**src/hdl/tbec_pkg.sv**
```systemverilog
// shared constants and types for the six-channel event counter block
package tbec_pkg;

    // ----------------------------------------------------------------
    // geometry
    // ----------------------------------------------------------------
    localparam int TBEC_NCH = 6;
    localparam int TBEC_CW = 16;
    localparam int TBEC_AW = 8;

    // ----------------------------------------------------------------
    // register offsets (byte addresses)
    // ----------------------------------------------------------------
    localparam logic [7:0] TBEC_OFS_RUN = 8'h00;
    localparam logic [7:0] TBEC_OFS_PRESC_RST = 8'h04;
    localparam logic [7:0] TBEC_OFS_MODE_BASE = 8'h20;
    localparam logic [7:0] TBEC_OFS_COUNT_BASE = 8'h40;
    // address bits 7:5 select a bank, bits 4:2 the channel
    localparam logic [2:0] TBEC_BANK_MODE = 3'h1;
    localparam logic [2:0] TBEC_BANK_COUNT = 3'h2;

    // ----------------------------------------------------------------
    // field positions and reset values
    // ----------------------------------------------------------------
    localparam int TBEC_MODE_SRC_BIT = 7;
    localparam int TBEC_MODE_POL_LSB = 2;
    localparam int TBEC_PRESC_RST_BIT = 0;
    localparam logic [7:0] TBEC_MODE_RST = 8'h00;
    localparam logic [15:0] TBEC_COUNT_RST = 16'h0000;
    localparam logic [5:0] TBEC_RUN_RST = 6'h00;

    // ----------------------------------------------------------------
    // peripheral clock prescaler: one tick each time the count wraps
    // ----------------------------------------------------------------
    localparam int TBEC_PRESC_W = 6;
    localparam logic [5:0] TBEC_PRESC_LAST = 6'h3F;

    // active edge select for the pin source
    typedef enum logic [1:0] {
        TBEC_POL_FALL = 2'h0,
        TBEC_POL_RISE = 2'h1,
        TBEC_POL_BOTH = 2'h2,
        TBEC_POL_RSVD = 2'h3
    } tbec_pol_t;

    // mode control register layout
    typedef struct packed {
        logic event_source_sel;
        logic source_sel_lo;
        logic [1:0] rsvd_hi;
        tbec_pol_t polarity_sel;
        logic [1:0] rsvd_lo;
    } tbec_mode_t;

endpackage

```
**src/hdl/tbec_top.sv**
```systemverilog
// six-channel event counter timers with an apb register slave
// Functional notes
// - on pin source, count rising, falling or both edges of the event input pin as selected.
// - alternatively count underflow events of a chained neighbouring timer.
// - each counted event decrements the count, and underflow reloads from the reload register.
// - a programmed value n gives one underflow every n+1 counted events.
// - counting starts when software sets the channel run bit.
// - clearing the run bit stops counting and the count holds.
// - each underflow raises the channel interrupt request.
// - reading the count register returns the live count.
// - a count write while stopped loads both reload register and counter.
// - a count write while running loads only the reload register, used at the next reload.
// - writing 1 to the prescaler reset bit restarts the peripheral clock prescaler.
// - the polarity field in bits 3:2 applies only with pin source and is ignored when chained.
// - with bit 7 of the mode register set, each chained timer interrupt request is an event.
// - chained events come from the raw request, free of any interrupt enable or priority.
`timescale 1ns/1ps
module tbec_top
    import tbec_pkg::*;
(
    input wire logic pclk,
    input wire logic presetn,
    input wire logic psel,
    input wire logic penable,
    input wire logic pwrite,
    input wire logic [TBEC_AW-1:0] paddr,
    input wire logic [31:0] pwdata,
    output logic [31:0] prdata,
    output logic pready,
    output logic pslverr,
    input wire logic [TBEC_NCH-1:0] event_input_pin,
    output logic [TBEC_NCH-1:0] timer_irq,
    output logic presc_tick
);

    // ----------------------------------------------------------------
    // state
    // ----------------------------------------------------------------
    logic [TBEC_NCH-1:0] run_bit_r;
    tbec_mode_t mode_ctrl_r [TBEC_NCH];
    logic [TBEC_CW-1:0] count_r [TBEC_NCH];
    logic [TBEC_CW-1:0] reload_r [TBEC_NCH];
    logic [TBEC_NCH-1:0] pin_edge;
    logic [TBEC_NCH-1:0] chain_ev;
    logic [TBEC_NCH-1:0] count_ev;
    logic [TBEC_NCH-1:0] underflow;

    // ----------------------------------------------------------------
    // apb decode
    // ----------------------------------------------------------------
    logic setup;
    logic wr_acc;
    logic [2:0] bank;
    logic [2:0] ch;
    logic aligned;
    logic ch_ok;
    logic hit_run;
    logic hit_presc;
    logic hit_mode;
    logic hit_count;
    logic mapped;
    logic [31:0] rd_nxt;
    logic presc_clr;

    assign setup = psel & ~penable;
    assign wr_acc = psel & penable & pready & pwrite & ~pslverr;
    assign bank = paddr[7:5];
    assign ch = paddr[4:2];
    assign aligned = (paddr[1:0] == 2'b00);
    assign ch_ok = (ch < 3'(TBEC_NCH));
    assign hit_run = (paddr == TBEC_OFS_RUN);
    assign hit_presc = (paddr == TBEC_OFS_PRESC_RST);
    assign hit_mode = aligned && ch_ok && (bank == TBEC_BANK_MODE);
    assign hit_count = aligned && ch_ok && (bank == TBEC_BANK_COUNT);
    assign mapped = hit_run | hit_presc | hit_mode | hit_count;

    // read mux; the prescaler reset bit is write-only and reads zero
    always_comb begin
        rd_nxt = 32'h0000_0000;
        if (hit_run) begin
            rd_nxt[TBEC_NCH-1:0] = run_bit_r;
        end else if (hit_mode) begin
            rd_nxt[7:0] = mode_ctrl_r[ch];
        end else if (hit_count) begin
            rd_nxt[TBEC_CW-1:0] = count_r[ch];
        end
    end

    // answer is prepared in the setup cycle: zero wait states
    always_ff @(posedge pclk or negedge presetn) begin
        if (!presetn) begin
            pready <= 1'b0;
            pslverr <= 1'b0;
        end else begin
            pready <= setup;
            pslverr <= setup & ~mapped;
        end
    end

    always_ff @(posedge pclk or negedge presetn) begin
        if (!presetn) begin
            prdata <= 32'h0000_0000;
        end else if (setup && !pwrite) begin
            prdata <= rd_nxt;
        end
    end

    // ----------------------------------------------------------------
    // run bits and prescaler reset request
    // ----------------------------------------------------------------
    always_ff @(posedge pclk or negedge presetn) begin
        if (!presetn) begin
            run_bit_r <= TBEC_RUN_RST;
        end else if (wr_acc && hit_run) begin
            run_bit_r <= pwdata[TBEC_NCH-1:0];
        end
    end

    assign presc_clr = wr_acc & hit_presc & pwdata[TBEC_PRESC_RST_BIT];

    // ----------------------------------------------------------------
    // prescaler
    // ----------------------------------------------------------------
    // event counting does not use the tick; it only drives the presc_tick output
    tbec_prescaler u_tbec_prescaler (
        .pclk(pclk),
        .presetn(presetn),
        .clr(presc_clr),
        .tick_o(presc_tick)
    );

    // ----------------------------------------------------------------
    // per-channel counters
    // ----------------------------------------------------------------
    genvar gi;
    generate
        for (gi = 0; gi < TBEC_NCH; gi++) begin : g_ch
            localparam int SRC = (gi == 0) ? 2 : (gi == 3) ? 5 : gi - 1;
            logic wr_cnt;
            logic [TBEC_CW-1:0] gap_r;
            logic gap_ok_r;

            assign wr_cnt = wr_acc && hit_count && (ch == 3'(gi));

            always_ff @(posedge pclk or negedge presetn) begin
                if (!presetn) begin
                    mode_ctrl_r[gi] <= TBEC_MODE_RST;
                end else if (wr_acc && hit_mode && (ch == 3'(gi))) begin
                    mode_ctrl_r[gi] <= pwdata[7:0];
                end
            end

            tbec_edge u_tbec_edge (
                .pclk(pclk),
                .presetn(presetn),
                .pin_in(event_input_pin[gi]),
                .pol(mode_ctrl_r[gi].polarity_sel),
                .edge_o(pin_edge[gi])
            );

            // raw underflow of the neighbour, no enable or priority gating
            assign chain_ev[gi] = timer_irq[SRC];
            // polarity only steers the pin path, so it drops out when chained
            assign count_ev[gi] = run_bit_r[gi] &
                (mode_ctrl_r[gi].event_source_sel ? chain_ev[gi] : pin_edge[gi]);
            assign underflow[gi] = count_ev[gi] && (count_r[gi] == '0);

            // reload register: any count write lands here
            always_ff @(posedge pclk or negedge presetn) begin
                if (!presetn) begin
                    reload_r[gi] <= TBEC_COUNT_RST;
                end else if (wr_cnt) begin
                    reload_r[gi] <= pwdata[TBEC_CW-1:0];
                end
            end

            // counter: n+1 events between underflows
            always_ff @(posedge pclk or negedge presetn) begin
                if (!presetn) begin
                    count_r[gi] <= TBEC_COUNT_RST;
                end else if (wr_cnt && !run_bit_r[gi]) begin
                    count_r[gi] <= pwdata[TBEC_CW-1:0];
                end else if (underflow[gi]) begin
                    count_r[gi] <= reload_r[gi];
                end else if (count_ev[gi]) begin
                    count_r[gi] <= count_r[gi] - 1'b1;
                end
            end

            // one-cycle request per underflow
            always_ff @(posedge pclk or negedge presetn) begin
                if (!presetn) begin
                    timer_irq[gi] <= 1'b0;
                end else begin
                    timer_irq[gi] <= underflow[gi];
                end
            end

            // --------------------------------------------------------
            // period helper
            // --------------------------------------------------------
            // a running write leaves the current period unknown, so skip it
            always_ff @(posedge pclk or negedge presetn) begin
                if (!presetn) begin
                    gap_r <= '0;
                    gap_ok_r <= 1'b0;
                end else if (wr_cnt) begin
                    gap_r <= '0;
                    gap_ok_r <= !run_bit_r[gi];
                end else if (underflow[gi]) begin
                    gap_r <= '0;
                    gap_ok_r <= 1'b1;
                end else if (count_ev[gi]) begin
                    gap_r <= gap_r + 1'b1;
                end
            end

        end
    endgenerate
endmodule

```
**src/hdl/tbec_edge.sv**
```systemverilog
// pin synchroniser and selectable active-edge detector for one channel
`timescale 1ns/1ps
module tbec_edge
    import tbec_pkg::*;
(
    input wire logic pclk,
    input wire logic presetn,
    input wire logic pin_in,
    input wire tbec_pol_t pol,
    output logic edge_o
);

    logic sync1_r;
    logic sync2_r;
    logic prev_r;
    logic rise;
    logic fall;

    // first stage feeds only the second
    always_ff @(posedge pclk or negedge presetn) begin
        if (!presetn) begin
            sync1_r <= 1'b0;
            sync2_r <= 1'b0;
            prev_r <= 1'b0;
        end else begin
            sync1_r <= pin_in;
            sync2_r <= sync1_r;
            prev_r <= sync2_r;
        end
    end

    assign rise = sync2_r & ~prev_r;
    assign fall = ~sync2_r & prev_r;

    // one pulse per qualifying edge
    always_ff @(posedge pclk or negedge presetn) begin
        if (!presetn) begin
            edge_o <= 1'b0;
        end else begin
            case (pol)
                TBEC_POL_FALL: edge_o <= fall;
                TBEC_POL_RISE: edge_o <= rise;
                default: edge_o <= rise | fall;
            endcase
        end
    end
endmodule

```
**src/hdl/tbec_prescaler.sv**
```systemverilog
// peripheral clock prescaler with software reset
`timescale 1ns/1ps
module tbec_prescaler
    import tbec_pkg::*;
(
    input wire logic pclk,
    input wire logic presetn,
    input wire logic clr,
    output logic tick_o
);

    logic [TBEC_PRESC_W-1:0] cnt_r;

    // a reset restarts the divide chain so the next tick is a full period away
    always_ff @(posedge pclk or negedge presetn) begin
        if (!presetn) begin
            cnt_r <= '0;
            tick_o <= 1'b0;
        end else if (clr) begin
            cnt_r <= '0;
            tick_o <= 1'b0;
        end else begin
            cnt_r <= cnt_r + 1'b1;
            tick_o <= (cnt_r == TBEC_PRESC_LAST);
        end
    end
endmodule

```
**config.mk**
```make
export PLATFORM = sky130hd
export DESIGN_NAME = tbec_top
export DESIGN_NICKNAME = d
export VERILOG_FILES = /design/src/hdl/tbec_pkg.sv /design/src/hdl/tbec_top.sv /design/src/hdl/tbec_edge.sv /design/src/hdl/tbec_prescaler.sv
export SDC_FILE = /design/constraint.sdc
export NUM_CORES = 1
export LEC_CHECK = 0
export ABC_AREA = 0
export BUFFER_PORTS_ARGS = -buffer_cell sky130_fd_sc_hd__buf_2
export CAP_MARGIN = 5
export CELL_PAD_IN_SITES_DETAIL_PLACEMENT = 1
export CELL_PAD_IN_SITES_GLOBAL_PLACEMENT = 2
export CORE_MARGIN = 10
export CORE_UTILIZATION = 41
export DETAILED_ROUTE_END_ITERATION = 16
export PLACE_DENSITY_LB_ADDON = 0.1
export RECOVER_POWER = 50
export SLEW_MARGIN = 5
export SYNTH_ARGS = -nofsm -noshare
export SYNTH_HDL_FRONTEND = slang
export SYNTH_SLANG_ARGS = --single-unit
```
**constraint.sdc**
```tcl
create_clock -name pclk -period 2.6 [get_ports pclk]
set_input_delay 0.26 -clock pclk [delete_from_list [all_inputs] [get_ports pclk]]
set_output_delay 0.26 -clock pclk [all_outputs]
set_load 0.02 [all_outputs]
```
After elaboration in Yosys (flattened, before gate mapping)
Cells that the tools add are included.

Register bits after elaboration: 301. Input port bits: 51. Output and inout port bits: 41. Logic and storage cells: 255.

Add/subtract/negate cells: 7. Magnitude comparators: 2. Equal/unequal tests: 15. Muxes and demuxes: 43. Bitwise operators: 51. Reduce and logical (&&, ||, !) cells: 59.

Operator list (count): $mux W16 (21); $logic_not A16 Y1 (6); $sub A16 B1 Y16 const B (6); $bmux W16 S3 (1); $mux W8 (4); $logic_and A1 B1 Y1 (31); $and A1 B1 Y1 (26); $bmux W8 S3 (1); $reduce_bool A3 Y1 (6); $not A1 Y1 (15); $logic_not A2 Y1 (7); $eq A2 B1 Y1 const B (6); $mux W6 (2); $pmux W1 S2 (6); $mux W10 (1); $eq A3 B2 Y1 const B (3); $or A1 B1 Y1 (9); $eq A8 B3 Y1 const B (1); $logic_not A8 Y1 (1); $logic_not A1 Y1 (7); $mux W1 (7); $add A6 B1 Y6 const B (1); $eq A3 B1 Y1 const B (2); $eq A3 B3 Y1 const B (2); 5 further kinds (5).

Logic depth before layout (Yosys ltp)
Depth after elaboration: 8. Mapped depth: 9. Depth with buffers taken out: 7.

Modules after synthesis
From an unflattened synthesis, not the netlist that was laid out.

Cells, all modules: 1454. Area total of the unflattened synthesis: 16234.3 µm².

By module, submodules not included: tbec_top (times used 1, cells an instance 1369, area each 15033.2 µm², seq. area each 6756.5 µm²); tbec_edge (times used 6, cells an instance 10, area each 152.6 µm², seq. area each 100.1 µm²); tbec_prescaler (times used 1, cells an instance 25, area each 285.3 µm², seq. area each 175.2 µm²).

Worst setup path before layout
Ideal clock, no wire load.

Kind: register to register. Start: register count_r[32] in the netlist's numbering. End: register count_r[40] in the netlist's numbering. Library setup time: 0.126 ns. Data arrival time: 2.097 ns. Setup slack: 0.377 ns. Cell stages (with the launch flop): 9. Path buffers: 1. Path through: dfrtp_1 inv_1 ha_1 or4b_2 clkbuf_1 nor4_1 xnor2_1 a21oi_1 a221o_1.

Cells in the longest elaborated chain, start to end: 4.

Ends and longest elaborated chain: from (decl) (RTL line tbec_top.sv:41) `logic [TBEC_CW-1:0] count_r [TBEC_NCH];`; from (signal, indexed assignment) (RTL line tbec_top.sv:182) `count_r[gi] <= pwdata[TBEC_CW-1:0];`; from (signal, indexed assignment) (RTL line tbec_top.sv:184) `count_r[gi] <= reload_r[gi];`; from (signal, indexed assignment) (RTL line tbec_top.sv:186) `count_r[gi] <= count_r[gi] - 1'b1;`; $sub A16 B1 Y16 or $logic_not A16 Y1 (tied branches) (RTL line tbec_top.sv:186, tbec_top.sv:166); $mux W16 or $logic_and A1 B1 Y1 (tied branches) (RTL line tbec_top.sv:185, tbec_top.sv:166); $mux W16 (RTL line tbec_top.sv:183) `end else if (underflow[gi]) begin`; $mux W16 (RTL line tbec_top.sv:181) `end else if (wr_cnt && !run_bit_r[gi]) begin`.

Parallel ways exist; a longest one is shown, timed or not. The select of a mux whose other input is x is not followed. A chain may end at the register's enable or synchronous reset.

Worst setup path in the final report
Start: register count_r[33] in the netlist's numbering. End: register count_r[46] in the netlist's numbering.

The elaborated chain is that of the path after synthesis.

==> out/qor.csv <==
metric,value,unit
status,"finished, violations left",
violations,"max-capacitance violations, max-slew violations",
drv_slew,60,
cts.sinks,301,
crit_arrival,2.82,ns
viasPerCell,5.89,
firstDrtPassIters,5,
setup_viol,0,
cts_tree,built,
fin_worst_skew,0.0140,ns
dpl_worst_slack,0.0711,ns
yosys_warnings,0,
tns,0,ns
die_area,0.0482,mm²
wirelength,56.3,mm
htreeDepth,2,
worst_pin_slew,1.66,ns
fin_ws,0.206,ns
final_core_util,47.7,%
routedWlPerCell,25.9,µm
cts_setup_buffers,0,
fin_nets,1697,
rows,73,
reg2reg_slack,0.21,ns
insertion_delay,0.56,ns
drc,0,
cts.clk_slew.worst_paths,0.06,ns
layout-drive-gt1-share,25.9,%
cp-end-kind,flop,
antenna_found_initial,1,
routabilityCongestion,0.913,
peakVddDrop,0.416,mV
rsz0062_at_grt,no,
ys_seq_area_share,46.2,%
vias,12800,
path_max_fanout,6,
fmax,418,MHz
stdcell_area,0.0189,mm²
clk_path_buf_depth,3,
synth-edff-count,0,
maxCapViolCount,1,
cp-start-kind,flop,
synth_seq_cells,301,
io_buffers,59,
synth_cell_type_count,80,
ant_nets,0,
n_fill_cell,4329,
synth-async-reset-ratio,100,%
place_area,0.0175,mm²
dp_hpwl,39.0,mm
fin_crit,2.39,ns
initial_utilization,41.2,%
crit_type,flop to flop,
min_path_type,input port to flop,
cts_inserted_buffers,38,
drtIter0Drc,775,
final_hold_viol_count,0,
syn_area,0.0163,mm²
chipWidth,219,µm
whs,0.0279,ns
fin_crit_sh,92.1,%
area_growth,15.8,%
synth_cells,1529,
die_y,219,µm
cts_root_buffer,clkbuf_16,
grt_max_degree,67,
grt_pass1_vias,13600,
io_pins,92,
leakagePower,0.00825,µW
syn_area_per_cell,10.7,µm²
powerDensity,604,mW/mm²
critical_path_required,3.03,ns
globalRoute.totalOverflow,0,
core,0.0395,mm²
max_slew_margin,-10.4,%
grt_use_total,23.5,%
ys.flop_type,dfrtp_1,
grt_pass1_wl,85.7,mm
## metal layers
layer	part of all wire (%)	global-route usage (%)	vias to the layer above
li1	-	-	5790
met1	44	30.5	6681
met2	49	39.4	246
met3	4.2	3.77	89
met4	2.8	7.56	0
met5	0	0	-
## cells in the mapped netlist, types with 27 or more instances
cell      count  area share (%)
a21oi_1      63             1.9
a22oi_1      36             1.7
clkbuf_1     60             1.4
dfrtp_1     301              46
inv_1        34            0.78
mux2_2      158              11
mux2i_1      43             2.6
nand2_1     105             2.4
nand3_1      36             1.1
nor2_1       69             1.6
nor3_1       36             1.1
nor3b_1      31             1.4
o21ai_0     106             3.3
xnor2_1      32             1.7
xor2_1       27             1.5
## cells in the final DEF, fill, tap and decap left out, types with 31 or more instances in the layout
cell and instances:
a21oi_1 63, a22oi_1 36, buf_2 54, buf_4 82, clkbuf_16 41, dfrtp_1 301
inv_1 34, mux2_2 158, mux2i_1 43, nand2_1 105, nand3_1 36, nor2_1 69
nor3_1 36, nor3b_1 31, o21ai_0 106, xnor2_1 32
## path summary, 6_finish.rpt
check,depth (start not counted),endpoint,startpoint
max in group asynchronous,3,prdata[11],presetn
worst min register to register,0,g_ch[3].u_tbec_edge.sync2_r,g_ch[3].u_tbec_edge.sync1_r
worst min-delay path,2,pready,psel
worst max-delay path,7,count_r[46],count_r[33]
worst max register to register,7,count_r[46],count_r[33]
min in group asynchronous,2,g_ch[5].u_tbec_edge.sync2_r,presetn
## timing repair
| item | CTS | global route |
|---|---|---|
| hold buffers | 8 | 0 |
| gates resized for setup | 0 | 0 |
| setup endpoints to repair | 0 | 0 |
| hold endpoints to repair | 59 | 0 |
## stage by stage
step	cells	total power, µW
finish	2176	11400
global route	2175	11800
detailed placement	2099	5770
global placement	2099	5750
floorplan	1544	5370
CTS	2175	11600
## cell families (layout without fill, tap and decap cells)
group / after synthesis / in the layout / synth area share (%)
and+or+nand+nor: 434 / 434 / 15.0
AOI/OAI and AO/OA: 341 / 341 / 13.8
DFF: 301 / 301 / 46.2
muxes: 217 / 217 / 15.8
buffers and inverters: 152 / 258 / 4.23
xor gates and xnor gates: 59 / 59 / 3.17
adders and majority gates: 24 / 24 / 1.84
other: 1 / 17 / 0.0230
## area by class of cell
type                       count  area (µm²)  share of cell area (%)
inverter                      34         128                   0.676
clock inverter                14         209                    1.11
antenna                        1        2.50                  0.0133
timing repair buffer         156        1050                    5.54
sequential                   301        7530                    39.9
tap                          525         657                    3.48
multi-input combinational   1091        8160                    43.2
clock buffer                  54        1140                    6.06
## where the power goes
group | internal [µW] | switching (µW) | total, µW | leakage, µW
combinational | 250 | 510 | 759 | 0.00386
clock | 3570 | 2160 | 5720 | 0.000654
sequential | 4800 | 126 | 4920 | 0.00374
## sequential cells by signal, summed over array words and instances (netlist names)
name,cells
count_r,96
reload_r,96
mode_ctrl_r,48
prdata,16
g_ch.u_tbec_edge.edge_o,6
g_ch.u_tbec_edge.prev_r,6
g_ch.u_tbec_edge.sync1_r,6
g_ch.u_tbec_edge.sync2_r,6
run_bit_r,6
timer_irq,6
u_tbec_prescaler.cnt_r,6
pready,1
pslverr,1
u_tbec_prescaler.tick_o,1
## critical path: stages, from the launching register on
cell and delay, ns:
dfrtp_1 0.46, inv_1 0.11, ha_1 0.23, or4b_2 0.63
buf_4 0.19, or4_1 0.42, xor2_1 0.15, o21ai_1 0.07
Note: power is estimated with default switching activity, not from simulation.
